==> src/link_cfg_pkg.sv <==
/*
  shared constants, types and helpers for the lane test-pattern and
  framing configuration block.
  assumes: included before every module of the block.
*/
package link_cfg_pkg;

  // register indices; byte address is four times the index
  localparam logic [11:0] IDX_LINK_CTRL = 12'h200;
  localparam logic [11:0] IDX_TEST_SEL  = 12'h205;
  localparam logic [11:0] IDX_DEV_ID    = 12'h206;
  localparam logic [11:0] IDX_FRAME_END_CHAR_SELECT     = 12'h207;
  localparam logic [11:0] IDX_STATUS    = 12'h20F;

  // field positions and widths
  localparam int unsigned LINK_EN_BIT  = 0;
  localparam int unsigned TEST_SEL_LSB = 0;
  localparam int unsigned TEST_SEL_W   = 4;
  localparam int unsigned DEV_ID_LSB   = 0;
  localparam int unsigned DEV_ID_W     = 8;
  localparam int unsigned FRAME_END_CHAR_SELECT_LSB    = 0;
  localparam int unsigned FRAME_END_CHAR_SELECT_W      = 2;

  // reset values
  localparam logic                  LINK_EN_RST  = 1'b1;
  localparam logic [TEST_SEL_W-1:0] TEST_SEL_RST = 4'h0;
  localparam logic [DEV_ID_W-1:0]   DEV_ID_RST   = 8'h00;
  localparam logic [FRAME_END_CHAR_SELECT_W-1:0]    FRAME_END_CHAR_SELECT_RST    = 2'h0;

  // framing: octets per frame, frames per multiframe, ila length
  localparam int unsigned FRAME_OCTETS_DEF = 1;
  localparam int unsigned MF_FRAMES_DEF    = 32;
  localparam int unsigned ILA_MFRAMES      = 4;

  // control and data characters before 8b/10b coding
  localparam logic [7:0] SYM_K28_0 = 8'h1C;
  localparam logic [7:0] SYM_K28_1 = 8'h3C;
  localparam logic [7:0] SYM_K28_3 = 8'h7C;
  localparam logic [7:0] SYM_K28_4 = 8'h9C;
  localparam logic [7:0] SYM_K28_5 = 8'hBC;
  localparam logic [7:0] SYM_K28_7 = 8'hFC;
  localparam logic [7:0] SYM_D21_5 = 8'hB5;

  // modified random pattern, sent first octet first
  localparam int unsigned RPAT_LEN = 12;
  localparam logic [95:0] RPAT_SEQ =
    96'h5935_FB5E_14B3_8F6B_4723_D7BE;

  typedef enum logic [3:0] {
    TP_NORMAL  = 4'b0000, TP_PRBS7   = 4'b0001, TP_PRBS15  = 4'b0010,
    TP_PRBS23  = 4'b0011, TP_RAMP    = 4'b0100, TP_TRANSP  = 4'b0101,
    TP_D21_5   = 4'b0110, TP_K28_5   = 4'b0111, TP_REP_ILA = 4'b1000,
    TP_RPAT    = 4'b1001, TP_LOW     = 4'b1010, TP_HIGH    = 4'b1011,
    TP_RSV12   = 4'b1100, TP_RSV13   = 4'b1101, TP_RSV14   = 4'b1110,
    TP_RSV15   = 4'b1111
  } test_mode_t;

  typedef enum logic [1:0] {
    HOLD_NONE = 2'b00, HOLD_LOW = 2'b01, HOLD_HIGH = 2'b10
  } hold_t;

  // one lane octet on its way to the serializer
  typedef struct packed {
    hold_t      hold;
    logic       k;
    logic [7:0] data;
  } lane_sym_t;

  // end-of-frame comma; reserved code falls back to the compliant one
  function automatic logic [7:0] eof_char(input logic [1:0] sel);
    case (sel)
      2'b01:   eof_char = SYM_K28_1;
      2'b10:   eof_char = SYM_K28_5;
      default: eof_char = SYM_K28_7;
    endcase
  endfunction

  // eight shifts of the selected prbs polynomial
  function automatic logic [22:0] prbs_step8(input logic [22:0] s,
                                             input test_mode_t m);
    logic [22:0] v;
    logic        fb;
    v = s;
    for (int i = 0; i < 8; i++) begin
      case (m)
        TP_PRBS7:  fb = v[6] ^ v[5];
        TP_PRBS15: fb = v[14] ^ v[13];
        default:   fb = v[22] ^ v[17];
      endcase
      v = {v[21:0], fb};
    end
    prbs_step8 = v;
  endfunction

endpackage

==> src/serial_link_test_and_framing_cfg.sv <==
/*
  ahb-lite register slave and two-link octet path: test pattern
  select, alignment device id and end-of-frame comma choice.
  assumes: single-slave ahb-lite, word transfers, one 40 mhz clock;
  lane octets go on to 8b/10b coders and serializers outside.
*/
// Implementation choice: register access over AHB-Lite.
// How it works
// - select zero sends normal link data
// - select one to nine picks test patterns
// - ten holds lanes low, eleven high
// - device id sent in second alignment multiframe
// - first link id as is, second plus one
// - id bit zero ignored, reads back zero
// - two-bit field picks opportunistic end-of-frame comma
// - codes zero, one, two map to commas
// - disabled link held in reset, powered down
`timescale 1ns/10ps
module serial_link_test_and_framing_cfg
  import link_cfg_pkg::*;
#(
  parameter int unsigned LINKS        = 2,
  parameter int unsigned FRAME_OCTETS = FRAME_OCTETS_DEF,
  parameter int unsigned MF_FRAMES    = MF_FRAMES_DEF
) (
  input  wire logic                  clock,
  input  wire logic                  sys_rst,
  // ahb-lite slave
  input  wire logic                  hsel,
  input  wire logic [31:0]           haddr,
  input  wire logic [1:0]            htrans,
  input  wire logic                  hwrite,
  input  wire logic [2:0]            hsize,
  input  wire logic [31:0]           hwdata,
  input  wire logic                  hready,
  output      logic                  hreadyout,
  output      logic [31:0]           hrdata,
  output      logic                  hresp,
  // sample octets from the transport layer, one per link
  input  wire logic [LINKS-1:0]      sample_valid,
  input  wire logic [LINKS-1:0][7:0] sample_data,
  output      logic [LINKS-1:0]      sample_ready,
  // octets toward the lane coders
  output      lane_sym_t [LINKS-1:0] lane_sym,
  output      logic [LINKS-1:0]      lane_valid,
  input  wire logic [LINKS-1:0]      lane_ready,
  // power and clock control of the serial side
  output      logic                  serializer_pd,
  output      logic                  link_clock_en
);
  // the device id increment is only defined for a pair of links
  initial begin
    if (LINKS != 2) $error("block serves exactly two links");
  end

  // register index match, shared by read and write decode
  function automatic logic hit(input logic [11:0] idx,
                               input logic [11:0] tgt);
    hit = (idx == tgt);
  endfunction

  // software-visible state
  logic                  link_enable_bit;          // link enable
  logic [TEST_SEL_W-1:0] link_test_pattern_select; // pattern code
  logic [DEV_ID_W-1:0]   ila_device_id;            // id, bit 0 zero
  logic [FRAME_END_CHAR_SELECT_W-1:0]    frame_end_char_select;    // comma code

  // bus data phase tracking
  logic        dp_active_reg;  // data phase open
  logic        dp_done_reg;    // wait state spent
  logic        dp_write_reg;   // phase is a write
  logic        dp_mapped_reg;  // address in our window
  logic [11:0] dp_idx_reg;     // word index
  logic [31:0] hrdata_reg;     // registered read data
  logic        addr_take;
  logic        wr_fire;
  logic [11:0] addr_idx;
  logic        addr_mapped;
  logic [31:0] rd_mux;

  // per-link wiring
  lane_sym_t [LINKS-1:0] gen_sym;
  logic [LINKS-1:0]      gen_valid;
  logic [LINKS-1:0]      gen_ready;
  logic [LINKS-1:0]      ila_done;
  logic [LINKS-1:0]      buf_valid;
  logic [7:0]            eof_code;
  logic [7:0]            id_even;
  logic                  run;

  // address phase is taken only with hready high
  assign addr_take   = hsel & htrans[1] & hready;
  assign addr_idx    = haddr[13:2];
  assign addr_mapped = (haddr[31:14] == 18'h0_0000) & (haddr[1:0] == 2'b00);
  // the first data-phase cycle does the work, the second answers
  assign wr_fire     = dp_active_reg & ~dp_done_reg & dp_write_reg &
                       dp_mapped_reg;
  assign hreadyout   = ~(dp_active_reg & ~dp_done_reg);
  assign hrdata      = hrdata_reg;
  assign hresp       = 1'b0;   // always okay

  // read selection; unmapped words and reserved bits read zero.
  // the mux feeds a register, so hrdata never sees a path from the
  // address; the price is one wait state on every transfer
  // status: bit 0 enable, bits 2:1 alignment done, bit 3 busy
  assign rd_mux =
    !dp_mapped_reg                     ? 32'h0000_0000 :
    hit(dp_idx_reg, IDX_LINK_CTRL)     ? {31'h0000_0000, link_enable_bit} :
    hit(dp_idx_reg, IDX_TEST_SEL)      ? {28'h000_0000,
                                          link_test_pattern_select} :
    hit(dp_idx_reg, IDX_DEV_ID)        ? {24'h00_0000, ila_device_id} :
    hit(dp_idx_reg, IDX_FRAME_END_CHAR_SELECT)         ? {30'h0000_0000,
                                          frame_end_char_select} :
    hit(dp_idx_reg, IDX_STATUS)        ? {28'h000_0000, |buf_valid,
                                          ila_done, run} :
                                         32'h0000_0000;

  // data phase sequencing; a new address phase waits for
  // hreadyout, so only one data phase is ever open
  always_ff @(posedge clock or posedge sys_rst) begin
    if (sys_rst) begin
      dp_active_reg <= 1'b0;
      dp_done_reg   <= 1'b0;
      dp_write_reg  <= 1'b0;
      dp_mapped_reg <= 1'b0;
      dp_idx_reg    <= 12'h000;
    end else if (hreadyout) begin
      // a new address phase can only land when we are ready
      dp_active_reg <= addr_take;
      dp_done_reg   <= 1'b0;
      dp_write_reg  <= hwrite;
      dp_mapped_reg <= addr_mapped;
      dp_idx_reg    <= addr_idx;
    end else begin
      dp_done_reg   <= 1'b1;
    end
  end

  // read data captured during the wait cycle
  always_ff @(posedge clock or posedge sys_rst) begin
    if (sys_rst) hrdata_reg <= 32'h0000_0000;
    else if (dp_active_reg && !dp_done_reg) hrdata_reg <= rd_mux;
  end

  // configuration registers; writes while enabled are taken as given,
  // software must stop the link first to get a clean restart
  always_ff @(posedge clock or posedge sys_rst) begin
    if (sys_rst) begin
      link_enable_bit          <= LINK_EN_RST;
      link_test_pattern_select <= TEST_SEL_RST;
      ila_device_id            <= DEV_ID_RST;
      frame_end_char_select    <= FRAME_END_CHAR_SELECT_RST;
    end else if (wr_fire) begin
      if (hit(dp_idx_reg, IDX_LINK_CTRL))
        link_enable_bit <= hwdata[LINK_EN_BIT];
      if (hit(dp_idx_reg, IDX_TEST_SEL))
        link_test_pattern_select <= hwdata[TEST_SEL_LSB +: TEST_SEL_W];
      if (hit(dp_idx_reg, IDX_DEV_ID))
        ila_device_id <= {hwdata[DEV_ID_LSB + 1 +: DEV_ID_W - 1], 1'b0};
      if (hit(dp_idx_reg, IDX_FRAME_END_CHAR_SELECT))
        frame_end_char_select <= hwdata[FRAME_END_CHAR_SELECT_LSB +: FRAME_END_CHAR_SELECT_W];
    end
  end

  // a cleared enable stops clocks, powers down and resets the path
  assign run           = link_enable_bit;
  assign serializer_pd = ~link_enable_bit;
  assign link_clock_en = link_enable_bit;
  assign eof_code      = eof_char(frame_end_char_select);
  assign id_even       = ila_device_id;

  // one generator and one buffer per link
  // links share settings and enable; only the id differs
  generate
    for (genvar i = 0; i < LINKS; i++) begin : g_link
      logic [7:0] lane_id;
      // second link adds one; bit 0 is zero so no carry out
      assign lane_id = id_even + 8'(i);

      link_pattern_gen #(
        .FRAME_OCTETS (FRAME_OCTETS),
        .MF_OCTETS    (MF_FRAMES * FRAME_OCTETS)
      ) u_gen (
        .clock        (clock),
        .sys_rst      (sys_rst),
        .run          (run),
        .mode         (test_mode_t'(link_test_pattern_select)),
        .eof_code     (eof_code),
        .lane_id      (lane_id),
        .sample_valid (sample_valid[i]),
        .sample_data  (sample_data[i]),
        .sample_ready (sample_ready[i]),
        .sym          (gen_sym[i]),
        .sym_valid    (gen_valid[i]),
        .sym_ready    (gen_ready[i]),
        .ila_done     (ila_done[i])
      );

      // a stalled lane coder holds two octets before back-pressure
      two_entry_buffer #(
        .WIDTH (11),
        .DEPTH (2)
      ) u_buf (
        .clock     (clock),
        .sys_rst   (sys_rst),
        .flush     (~run),
        .in_valid  (gen_valid[i]),
        .in_data   (gen_sym[i]),
        .in_ready  (gen_ready[i]),
        .out_valid (buf_valid[i]),
        .out_data  (lane_sym[i]),
        .out_ready (lane_ready[i])
      );

      // nothing leaves a disabled link
      assign lane_valid[i] = buf_valid[i] & run;
    end
  endgenerate
endmodule

==> src/two_entry_buffer.sv <==
/*
  two-entry fifo with valid/ready on both sides and a flush.
  assumes: one clock, asynchronous active-high reset.
*/
`timescale 1ns/10ps
module two_entry_buffer #(
  parameter int unsigned WIDTH = 11,
  parameter int unsigned DEPTH = 2
) (
  input  wire logic             clock,
  input  wire logic             sys_rst,
  input  wire logic             flush,
  input  wire logic             in_valid,
  input  wire logic [WIDTH-1:0] in_data,
  output      logic             in_ready,
  output      logic             out_valid,
  output      logic [WIDTH-1:0] out_data,
  input  wire logic             out_ready
);
  // pointers are one bit wide, so only two entries are served
  initial begin
    if (DEPTH != 2) $error("two_entry_buffer serves DEPTH 2 only");
  end

  logic [WIDTH-1:0] mem_reg [DEPTH];  // storage
  logic             wr_reg;           // write pointer
  logic             rd_reg;           // read pointer
  logic [1:0]       cnt_reg;          // fill level
  logic             push;
  logic             pop;

  assign in_ready  = (cnt_reg != 2'd2);
  assign out_valid = (cnt_reg != 2'd0);
  assign out_data  = mem_reg[rd_reg];
  assign push      = in_valid & in_ready;
  assign pop       = out_valid & out_ready;

  // storage needs no reset; pointers guard it
  always_ff @(posedge clock) begin
    if (push) mem_reg[wr_reg] <= in_data;
  end

  // pointers and fill level
  always_ff @(posedge clock or posedge sys_rst) begin
    if (sys_rst) begin
      wr_reg  <= 1'b0;
      rd_reg  <= 1'b0;
      cnt_reg <= 2'd0;
    end else if (flush) begin
      wr_reg  <= 1'b0;
      rd_reg  <= 1'b0;
      cnt_reg <= 2'd0;
    end else begin
      if (push) wr_reg <= ~wr_reg;
      if (pop)  rd_reg <= ~rd_reg;
      cnt_reg <= cnt_reg + {1'b0, push} - {1'b0, pop};
    end
  end
endmodule

==> src/link_pattern_gen.sv <==
/*
  per-link octet source: alignment sequence, live samples with
  opportunistic end-of-frame commas, and the test patterns.
  assumes: downstream buffer gives ready; run low holds all in reset.
*/
`timescale 1ns/10ps
module link_pattern_gen
  import link_cfg_pkg::*;
#(
  parameter int unsigned FRAME_OCTETS = FRAME_OCTETS_DEF,
  parameter int unsigned MF_OCTETS    = MF_FRAMES_DEF * FRAME_OCTETS_DEF
) (
  input  wire logic       clock,
  input  wire logic       sys_rst,
  input  wire logic       run,
  input  wire test_mode_t mode,
  input  wire logic [7:0] eof_code,
  input  wire logic [7:0] lane_id,
  input  wire logic       sample_valid,
  input  wire logic [7:0] sample_data,
  output      logic       sample_ready,
  output      lane_sym_t  sym,
  output      logic       sym_valid,
  input  wire logic       sym_ready,
  output      logic       ila_done
);
  localparam int unsigned OW = $clog2(MF_OCTETS);
  initial begin
    if (MF_OCTETS < 4 || MF_OCTETS > 256 || FRAME_OCTETS == 0 ||
        MF_OCTETS % FRAME_OCTETS != 0)
      $error("link_pattern_gen: bad frame geometry");
  end

  logic [OW-1:0] oct_reg;    // octet within multiframe
  logic [1:0]    mf_reg;     // multiframe within ila
  logic          ila_reg;    // alignment sequence pending
  logic [22:0]   lfsr_reg;   // prbs state
  logic [7:0]    ramp_reg;   // ramp value
  logic [3:0]    rpat_reg;   // rpat position
  logic [7:0]    last_reg;   // last sent sample octet
  logic          fire;
  logic          is_norm;
  logic          ila_ph;
  logic          mf_last;
  logic          frame_end;
  logic          eof_hit;
  lane_sym_t     ila_sym;

  assign fire      = sym_valid & sym_ready;
  assign is_norm   = (mode == TP_NORMAL);
  assign ila_ph    = (ila_reg & is_norm) | (mode == TP_REP_ILA);
  assign mf_last   = (oct_reg == OW'(MF_OCTETS - 1));
  assign frame_end = (32'(oct_reg) % FRAME_OCTETS) == FRAME_OCTETS - 1;
  assign eof_hit   = frame_end & (sample_data == last_reg);
  assign ila_done  = run & ~ila_reg;
  assign sym_valid = run & (ila_ph | ~is_norm | sample_valid);
  // live samples only flow once alignment is over
  assign sample_ready = run & is_norm & ~ila_reg & sym_ready;

  // alignment octets: R first, A last, Q then id in the second multiframe
  assign ila_sym.hold = HOLD_NONE;
  assign ila_sym.k = (oct_reg == '0) | mf_last |
                     ((mf_reg == 2'd1) & (oct_reg == OW'(1)));
  assign ila_sym.data =
    (oct_reg == '0) ? SYM_K28_0 :
    mf_last         ? SYM_K28_3 :
    (mf_reg == 2'd1 && oct_reg == OW'(1)) ? SYM_K28_4 :
    (mf_reg == 2'd1 && oct_reg == OW'(2)) ? lane_id :
    8'(oct_reg);

  // octet selection by mode
  always_comb begin
    sym = '{hold: HOLD_NONE, k: 1'b0, data: 8'h00};
    if (ila_ph) begin
      sym = ila_sym;
    end else begin
      case (mode)
        TP_NORMAL: begin
          sym.k    = eof_hit;
          sym.data = eof_hit ? eof_code : sample_data;
        end
        TP_PRBS7, TP_PRBS15, TP_PRBS23: sym.data = lfsr_reg[7:0];
        TP_RAMP:   sym.data = ramp_reg;
        TP_TRANSP: sym.data = lane_id ^ 8'(oct_reg);
        TP_D21_5:  sym.data = SYM_D21_5;
        TP_K28_5: begin
          sym.k    = 1'b1;
          sym.data = SYM_K28_5;
        end
        TP_RPAT:   sym.data = RPAT_SEQ[8*rpat_reg +: 8];
        TP_LOW:    sym.hold = HOLD_LOW;
        TP_HIGH:   sym.hold = HOLD_HIGH;
        default:   sym.data = 8'h00;   // reserved codes
      endcase
    end
  end

  // sequence state; a stopped link drops back to its start
  always_ff @(posedge clock or posedge sys_rst) begin
    if (sys_rst) begin
      oct_reg  <= '0;
      mf_reg   <= 2'd0;
      ila_reg  <= 1'b1;
      lfsr_reg <= '1;
      ramp_reg <= 8'h00;
      rpat_reg <= 4'h0;
      last_reg <= 8'h00;
    end else if (!run) begin
      oct_reg  <= '0;
      mf_reg   <= 2'd0;
      ila_reg  <= 1'b1;
      lfsr_reg <= '1;
      ramp_reg <= 8'h00;
      rpat_reg <= 4'h0;
      last_reg <= 8'h00;
    end else if (fire) begin
      oct_reg  <= mf_last ? '0 : oct_reg + OW'(1);
      if (mf_last) mf_reg <= mf_reg + 2'd1;
      if (mf_last && mf_reg == 2'(ILA_MFRAMES - 1)) ila_reg <= 1'b0;
      lfsr_reg <= prbs_step8(lfsr_reg, mode);
      ramp_reg <= ramp_reg + 8'h01;
      rpat_reg <= (rpat_reg == 4'(RPAT_LEN - 1)) ? 4'h0 : rpat_reg + 4'h1;
      if (is_norm) last_reg <= sample_data;
    end
  end
endmodule

==> config.mk <==
export PLATFORM = sky130hd
export DESIGN_NAME = serial_link_test_and_framing_cfg
export DESIGN_NICKNAME = d
export VERILOG_FILES = /design/src/link_cfg_pkg.sv /design/src/serial_link_test_and_framing_cfg.sv /design/src/two_entry_buffer.sv /design/src/link_pattern_gen.sv
export SDC_FILE = /design/constraint.sdc
export NUM_CORES = 1
export LEC_CHECK = 0
export CAP_MARGIN = 5
export CORE_MARGIN = 4
export CORE_UTILIZATION = 35
export CTS_CLUSTER_DIAMETER = 30
export DETAILED_ROUTE_END_ITERATION = 6
export DONT_BUFFER_PORTS = 1
export GPL_TIMING_DRIVEN = 0
export PLACE_DENSITY = 0.45
export SYNTH_ARGS = -nofsm -noshare
export SYNTH_HDL_FRONTEND = slang
export SYNTH_SLANG_ARGS = --single-unit
==> constraint.sdc <==
create_clock -name clock -period 6.85 [get_ports clock]
set_input_delay 1.37 -clock clock [delete_from_list [all_inputs] [get_ports clock]]
set_output_delay 1.37 -clock clock [all_outputs]
set_load 0.02 [all_outputs]
==> results.sh, run 1 <==
export IMPL_period_needed_ns=4.21
export IMPL_place_ws_ns=3.05
export IMPL_fin_util_pct=39.9
export IMPL_antenna_cells=0
export IMPL_vias_per_cell=5.41
export IMPL_report_final_slew_viol_count=0
export IMPL_drt_pass1_iter_count=5
export IMPL_synth_most_common_cell="nand2_1"
export IMPL_initial_core_util_pct=35.8
export IMPL_clock_path_buffers=2
export IMPL_track_usage_pct=20.6
export IMPL_cp_slowest_cell="dfstp_2"
export IMPL_maxSlewHeadroom_pct=30.1
export IMPL_grt_max_degree=90
export IMPL_largest_register_ffs=46
export IMPL_crit_type="reg -> out"
export IMPL_synth_top_cell_area_share_pct=22.5
export IMPL_rrSetupSlack_ns=3.31
export IMPL_end_kind="output port"
export IMPL_grt_overflow=0
export IMPL_netlist_area_um2=11000
export IMPL_synth_cell_types=68
export IMPL_die_w_um=185
export IMPL_multi_input_area_um2=5370
export IMPL_grt_antenna_before_repair=0
export IMPL_ys_warnings_count=0
export IMPL_drive_gt1_share_pct=14.0
export IMPL_portBuffers=0
export IMPL_fin_setup_tns_ns=0
export IMPL_fp_row_count=64
export IMPL_synth_top_family_by_area="compound AO/OA/AOI/OAI gates"
export IMPL_grt_pass1_vias=8476
export IMPL_hold_viol=0
export IMPL_ant_nets=0
export IMPL_cpMostUsedCell="clkbuf_1"
export IMPL_synth_edff_count=44
export IMPL_drc_errors=0
export IMPL_setup_viol=0
export IMPL_topRoutingLayerUsed="met4"
export IMPL_synth_common_cells="nand2_1 (142), dfrtp_1 (99), xor2_1 (73), nor2_1 (69), o21ai_0 (67)"
export IMPL_critPathTopFamily="buffers and inverters"
export IMPL_synth_mux_area_share_pct=4.96
export IMPL_wl_met3_mm=1.75
export IMPL_dieHeight_um=185
export IMPL_insertion_delay_ns=0.45
export IMPL_crit_buf_inv=3
export IMPL_first_iter_violations=637
export IMPL_wire_per_inst_um=21.9
export IMPL_rsz0062_at_grt="no"
export IMPL_powerDensity_nw_per_um2=210
export IMPL_gp_congestion=0.897
export IMPL_async_flop_share_pct=77.1
export IMPL_design_area_um2=12300
export IMPL_cp_required_ns=5.48
export IMPL_slowest_delay_ns=0.70
export IMPL_status="finished, final reports clean"
export IMPL_core_area_um2=30800
export IMPL_vias=8617
export IMPL_synth_top_cell_by_area="dfrtp_1"
export IMPL_yosys_area_share_simple_pct=15.2
export IMPL_worstHoldStart="dp_idx_reg[6]"
export IMPL_crit_start="link_clock_en"
export IMPL_hold_ws_ns=0.460
export IMPL_drt_met1_wl_mm=16.8
export IMPL_met2WireLength_mm=15.6
export IMPL_post_cts_resized=0
export IMPL_ir_drop_mv=0.180
export IMPL_htree_levels=4
export IMPL_fmax_mhz=237
export IMPL_root_buffer="clkbuf_16"
export IMPL_finalCritPeriodShare_pct=61.5
export IMPL_post_cts_buffers=0
export IMPL_hold_buffers=0
export IMPL_clock_skew_ns=0.0133
export IMPL_synth_area_leaders="dfrtp_1 (22%), edfxtp_1 (12%), dfstp_2 (12%)"
export IMPL_synth_fa_ha_area_share_pct=4.20
export IMPL_synth_ff_type="dfrtp_1"
export IMPL_numCtsBuffers=17
export IMPL_synthToLayoutAreaGrowth_pct=11.5
export IMPL_ios=156
export IMPL_placed_cell_area_um2=11600
export IMPL_start_kind="flop"
export IMPL_worstPathCellList="clkbuf_1, clkbuf_1, nand2_1, nor2_1, buf_4"
export IMPL_worstMarginPinSlew_ns=1.05
export IMPL_cts_sinks=192
export IMPL_yosysSeqAreaShare_pct=46.1
export IMPL_die_area_um2=34400
export IMPL_nFillCells=3088
export IMPL_grt_pass1_wl_mm=53.4
export IMPL_ys_seq_elements=192
export IMPL_cp_max_fo=10
export IMPL_synthXorXnorAreaFrac_pct=6.83
export IMPL_clkSlewWorstSetupHoldPaths_ns=0.07
export IMPL_worstPathArrival_ns=2.84
export IMPL_timing_final_ws_setup_ns=2.64
export IMPL_cts_tree="built"
export IMPL_dp_final_hpwl_mm=25.9
export IMPL_nNetsFinal=1315
export IMPL_wirelength_mm=34.9
export IMPL_reg2reg_from="link_test_pattern_select[1]"
export IMPL_synthCells=1140
export IMPL_synth_compound_area_share_pct=16.7
export IMPL_synth_avg_cell_area_um2=9.67
export IMPL_cap_viol_max_count=0
export IMPL_regArea_um2=5090
export IMPL_hold_class="reg -> reg"
export IMPL_leakagePower_nw=4.84
==> worst reg2reg max path, stage by stage (launching register included) <==
cell and delay, ns:
dfrtp_1 0.33, clkbuf_1 0.36, or4_1 0.17, clkbuf_1 0.62
o311ai_4 0.29, inv_2 0.21, clkbuf_1 0.62, and2_1 0.57
==> worst paths after layout <==
check / depth (start not counted) / endpoint
min reg2reg: 2 / dp_idx_reg[6]
max in group asynchronous: 2 / g_link[0].u_gen.lfsr_reg[8]
max: 5 / sample_ready[1]
max reg2reg: 7 / g_link[0].u_buf.mem_reg[1][0]
min: 2 / dp_idx_reg[6]
min in group asynchronous: 1 / dp_idx_reg[6]
==> final cells by class <==
cell class / count / area share (%)
multi-input combinational: 828 / 43.7
sequential: 192 / 41.4
tap: 396 / 4.03
buffer: 97 / 3.90
clock buffer: 19 / 3.52
clock inverter: 13 / 1.71
inverter: 47 / 1.50
timing repair buffer: 1 / 0.224
==> cells in the final DEF (no fill, tap or decap), types with 11 or more instances in the layout <==
master,Yosys,final
xnor2_1,13,13
mux2_2,37,37
edfxtp_1,44,44
o21ai_0,67,67
a31oi_1,30,30
o211ai_1,14,14
dfrtp_1,99,99
nand3_1,26,26
nand2_1,142,142
nor3_1,33,33
inv_1,45,44
a21oi_1,48,48
xor2_1,73,73
ha_1,37,37
buf_4,27,27
dfstp_2,49,49
conb_1,1,25
buf_2,11,11
clkbuf_1,56,58
clkbuf_16,0,17
a211oi_1,16,16
mux2i_1,13,13
a222oi_1,13,13
nor2_1,69,69
==> logic make-up (layout without fill, tap and decap cells) <==
group                      after synthesis  count (layout)
AOI/OAI and AO/OA                      275             275
xor gates and xnor gates                86              86
adders and majority gates               37              37
buffers and inverters                  144             177
DFF                                    192             192
muxes                                   50              50
other                                    1              25
and+or+nand+nor                        355             355
==> power breakdown <==
group	internal (mW)	switching (mW)	total, mW
logic	0.0688	0.155	0.224
clock network	0.649	0.463	1.11
registers	1.21	0.0302	1.24
total	1.93	0.648	2.58
==> stage by stage <==
| stage | instances | total power [mW] |
|---|---|---|
| final | 1593 | 2.58 |
| after global routing | 1593 | 2.69 |
| after CTS | 1593 | 2.61 |
| after detailed placement | 1561 | 1.49 |
| after global placement | 1560 | 1.48 |
| after floorplan | 1164 | 1.42 |
==> layer usage <==
layer	vias up	track usage [%]
met5	-	0
met3	35	4.20
met4	0	6.02
met2	209	31.6
li1	4113	-
met1	4260	29.5
Note: power is estimated with default switching activity, not from simulation.
==> run 2, diff against run 1 <==
--- a/config.mk
+++ b/config.mk
@@ -5,6 +5,7 @@
 export SDC_FILE = /design/constraint.sdc
 export NUM_CORES = 1
 export LEC_CHECK = 0
+export ABC_AREA = 1
 export CAP_MARGIN = 5
 export CORE_MARGIN = 4
 export CORE_UTILIZATION = 35
@@ -12,7 +13,7 @@
 export DETAILED_ROUTE_END_ITERATION = 6
 export DONT_BUFFER_PORTS = 1
 export GPL_TIMING_DRIVEN = 0
-export PLACE_DENSITY = 0.45
+export PLACE_DENSITY = 0.47
 export SYNTH_ARGS = -nofsm -noshare
 export SYNTH_HDL_FRONTEND = slang
 export SYNTH_SLANG_ARGS = --single-unit
==> constraint.sdc (replaced) <==
create_clock -name clock -period 3.8 [get_ports clock]
set_input_delay 0.76 -clock clock [delete_from_list [all_inputs] [get_ports clock]]
set_output_delay 0.76 -clock clock [all_outputs]
set_load 0.02 [all_outputs]
==> run 2 against run 1 <==
- combinational power grew to 17 times the previous value
- largest power group unchanged
- sequential share of layout area decreased by 0.87 points
- via count is 12% higher
- worst hold slack got worse by 0.33 ns
- cell count grew 19%
- setup slack got worse by 2.5 ns
- die area grew 2.5%
==> results.sh, run 2 <==
export IMPL_clock_path_buffers=2
export IMPL_multi_input_area_um2=5210
export IMPL_track_usage_pct=20.4
export IMPL_cts_sinks=192
export IMPL_end_kind="output port"
export IMPL_synth_edff_count=44
export IMPL_hold_buffers=0
export IMPL_hold_viol=0
export IMPL_clkSlewWorstSetupHoldPaths_ns=0.08
export IMPL_worstMarginPinSlew_ns=1.27
export IMPL_cp_required_ns=3.04
export IMPL_p_total_mw=9.41
export IMPL_synthToLayoutAreaGrowth_pct=11.0
export IMPL_leakagePower_nw=6.08
export IMPL_initial_core_util_pct=35.7
export IMPL_gp_congestion=0.918
export IMPL_setup_viol=0
export IMPL_htree_levels=4
export IMPL_netlist_area_um2=11300
export IMPL_async_flop_share_pct=77.1
export IMPL_grt_pass1_wl_mm=55.8
export IMPL_fmax_mhz=271
export IMPL_portBuffers=0
export IMPL_synthCells=1441
export IMPL_largest_register_ffs=46
export IMPL_switchingPower_mw=4.16
export IMPL_synth_cell_types=50
export IMPL_nNetsFinal=1619
export IMPL_rsz0062_at_grt="no"
export IMPL_grt_antenna_before_repair=0
export IMPL_ys_warnings_count=0
export IMPL_drc_errors=0
export IMPL_clockPowerShare_pct=18.8
export IMPL_cp_max_fo=10
export IMPL_first_iter_violations=660
export IMPL_fin_setup_tns_ns=0
export IMPL_internal_power_mw=5.25
export IMPL_ios=156
export IMPL_swShare_pct=44.2
export IMPL_powerDensity_nw_per_um2=750
export IMPL_yosysSeqAreaShare_pct=45.0
export IMPL_grt_max_degree=40
export IMPL_synth_most_common_cell="nand2_1"
export IMPL_numCtsBuffers=17
export IMPL_final_cell_mix="nand2_1 (375), inv_1 (166), o21ai_0 (135), nor2_1 (124), nand3_1 (105)"
export IMPL_drive_gt1_share_pct=11.4
export IMPL_period_needed_ns=3.69
export IMPL_crit_type="reg -> out"
export IMPL_dp_final_hpwl_mm=27.8
export IMPL_dieHeight_um=188
export IMPL_wire_per_inst_um=19.0
export IMPL_cap_viol_max_count=0
export IMPL_vias_per_cell=5.05
export IMPL_vias=9617
export IMPL_hold_class="in -> async"
export IMPL_post_cts_buffers=0
export IMPL_report_final_slew_viol_count=0
export IMPL_cts_tree="built"
export IMPL_synth_area_leaders="dfrtp_1 (22%), nand2_1 (12%), edfxtp_1 (12%)"
export IMPL_clock_skew_ns=0.0138
export IMPL_status="finished, final reports clean"
export IMPL_synth_avg_cell_area_um2=7.85
export IMPL_grt_pass1_vias=9243
export IMPL_insertion_delay_ns=0.46
export IMPL_maxSlewHeadroom_pct=14.8
export IMPL_core_area_um2=31700
export IMPL_ys_seq_elements=192
export IMPL_nFillCells=3238
export IMPL_regArea_um2=5090
export IMPL_die_w_um=188
export IMPL_ant_nets=0
export IMPL_drt_pass1_iter_count=5
export IMPL_die_area_um2=35300
export IMPL_fp_row_count=65
export IMPL_synth_top_cell_by_area="dfrtp_1"
export IMPL_wirelength_mm=36.2
export IMPL_worstPathArrival_ns=2.93
export IMPL_power_frac_seq_pct=40.7
export IMPL_synth_ff_type="dfrtp_1"
export IMPL_power_frac_comb_pct=40.5
export IMPL_start_kind="flop"
export IMPL_synth_top_cell_area_share_pct=21.9
export IMPL_antenna_cells=0
export IMPL_synth_common_cells="nand2_1 (375), inv_1 (167), o21ai_0 (135), nor2_1 (125), nand3_1 (105)"
export IMPL_root_buffer="clkbuf_16"
export IMPL_finalCritPeriodShare_pct=97.1
export IMPL_grt_overflow=0
export IMPL_ir_drop_mv=0.341
export IMPL_final_common_cell="nand2_1"
-- run 2: cell count changes after synthesis, sizes merged, moves of 20 or more --
cell / previous run / this run
nand2: 142 / 382
inv: 47 / 172
o21ai: 70 / 155
nand3: 26 / 105
nor2: 70 / 131
xor2: 73 / 26
clkbuf: 56 / 17
mux2: 37 / 0
a31oi: 30 / 10
-- run 2: cells by family (layout without fill, tap and decap cells) --
kind of cell	count (synthesis)	after routing	share of synthesized area, %
other	1	25	0.0332
AO/OA/AOI/OAI	255	255	12.5
AND/OR/NAND/NOR	669	669	25.2
adder cells (fa/ha/maj)	37	37	4.09
flip-flops	192	192	45.0
XOR/XNOR	44	44	3.41
buffers and inverters	243	279	9.80
-- run 2: routing by layer --
| metal | vias to the layer above | track usage (%) | wire length, um |
|---|---|---|---|
| met2 | 244 | 33.7 | 17300 |
| met1 | 4588 | 28.4 | 17000 |
| met5 | - | 0 | 0 |
| met4 | 0 | 5.05 | 494 |
| li1 | 4757 | - | - |
| met3 | 28 | 2.90 | 1410 |
-- run 2: final cells by class --
| class | instances | share of cell area, % |
|---|---|---|
| Clock inverter | 14 | 1.01 |
| Tap cell | 402 | 4.01 |
| Timing Repair Buffer | 4 | 0.638 |
| Inverter | 173 | 5.23 |
| Buffer | 70 | 3.64 |
| Clock buffer | 18 | 3.42 |
| Sequential cell | 192 | 40.5 |
| Multi-Input combinational cell | 1030 | 41.5 |
-- run 2: power groups by stage --
stage	Clock, mW	Combinational [mW]	Sequential [mW]
global placement	0	3.79	3.86
CTS	1.82	3.85	3.83
finish	1.77	3.81	3.83
detailed placement	0	3.84	3.86
global route	1.89	4.36	3.96
floorplan	0	2.93	3.65
-- run 2: final timing paths --
check | startpoint | to | slack [ns] | cells after the start
hold / removal | sys_rst | g_link[0].u_gen.last_reg[7] | 0.13 | 1
hold reg to reg | dp_write_reg | dp_write_reg | 0.48 | 2
min in group clock | haddr[11] | dp_idx_reg[9] | 0.42 | 2
setup reg to reg | link_clock_en | g_link[1].u_buf.mem_reg[1][10] | 0.81 | 6
max in group asynchronous | sys_rst | g_link[1].u_gen.lfsr_reg[10] | 2.56 | 4
setup / recovery | link_clock_en | sample_ready[0] | 0.11 | 7
-- run 2: repair_timing --
| item | in CTS | in global routing |
|---|---|---|
| pin swaps | 0 | 0 |
| gates resized for setup | 2 | 2 |
| hold endpoints to repair | 0 | 0 |
| endpoints found under the setup margin | 1 | 1 |
-- run 2: critical path, stage by stage, from the launching register on --
cell and delay, ns:
dfstp_2 0.60, buf_4 0.30, inv_2 0.17, clkbuf_1 0.40, nor2_2 0.35, inv_1 0.13
nor3_2 0.30, buf_4 0.21
-- run 2: metrics by stage --
step                cells  area [um^2]  hold WS, ns  util [%]  setup WS [ns]
global route         1903        12600        0.139      39.6         0.0234
floorplan            1465        11400        0.442         -           1.22
CTS                  1903        12500        0.133      39.6         0.0521
detailed placement   1871        12000        0.462      37.8          0.306
global placement     1867        11900        0.460      37.5        0.00637
finish               1903        12600        0.131      39.6          0.109
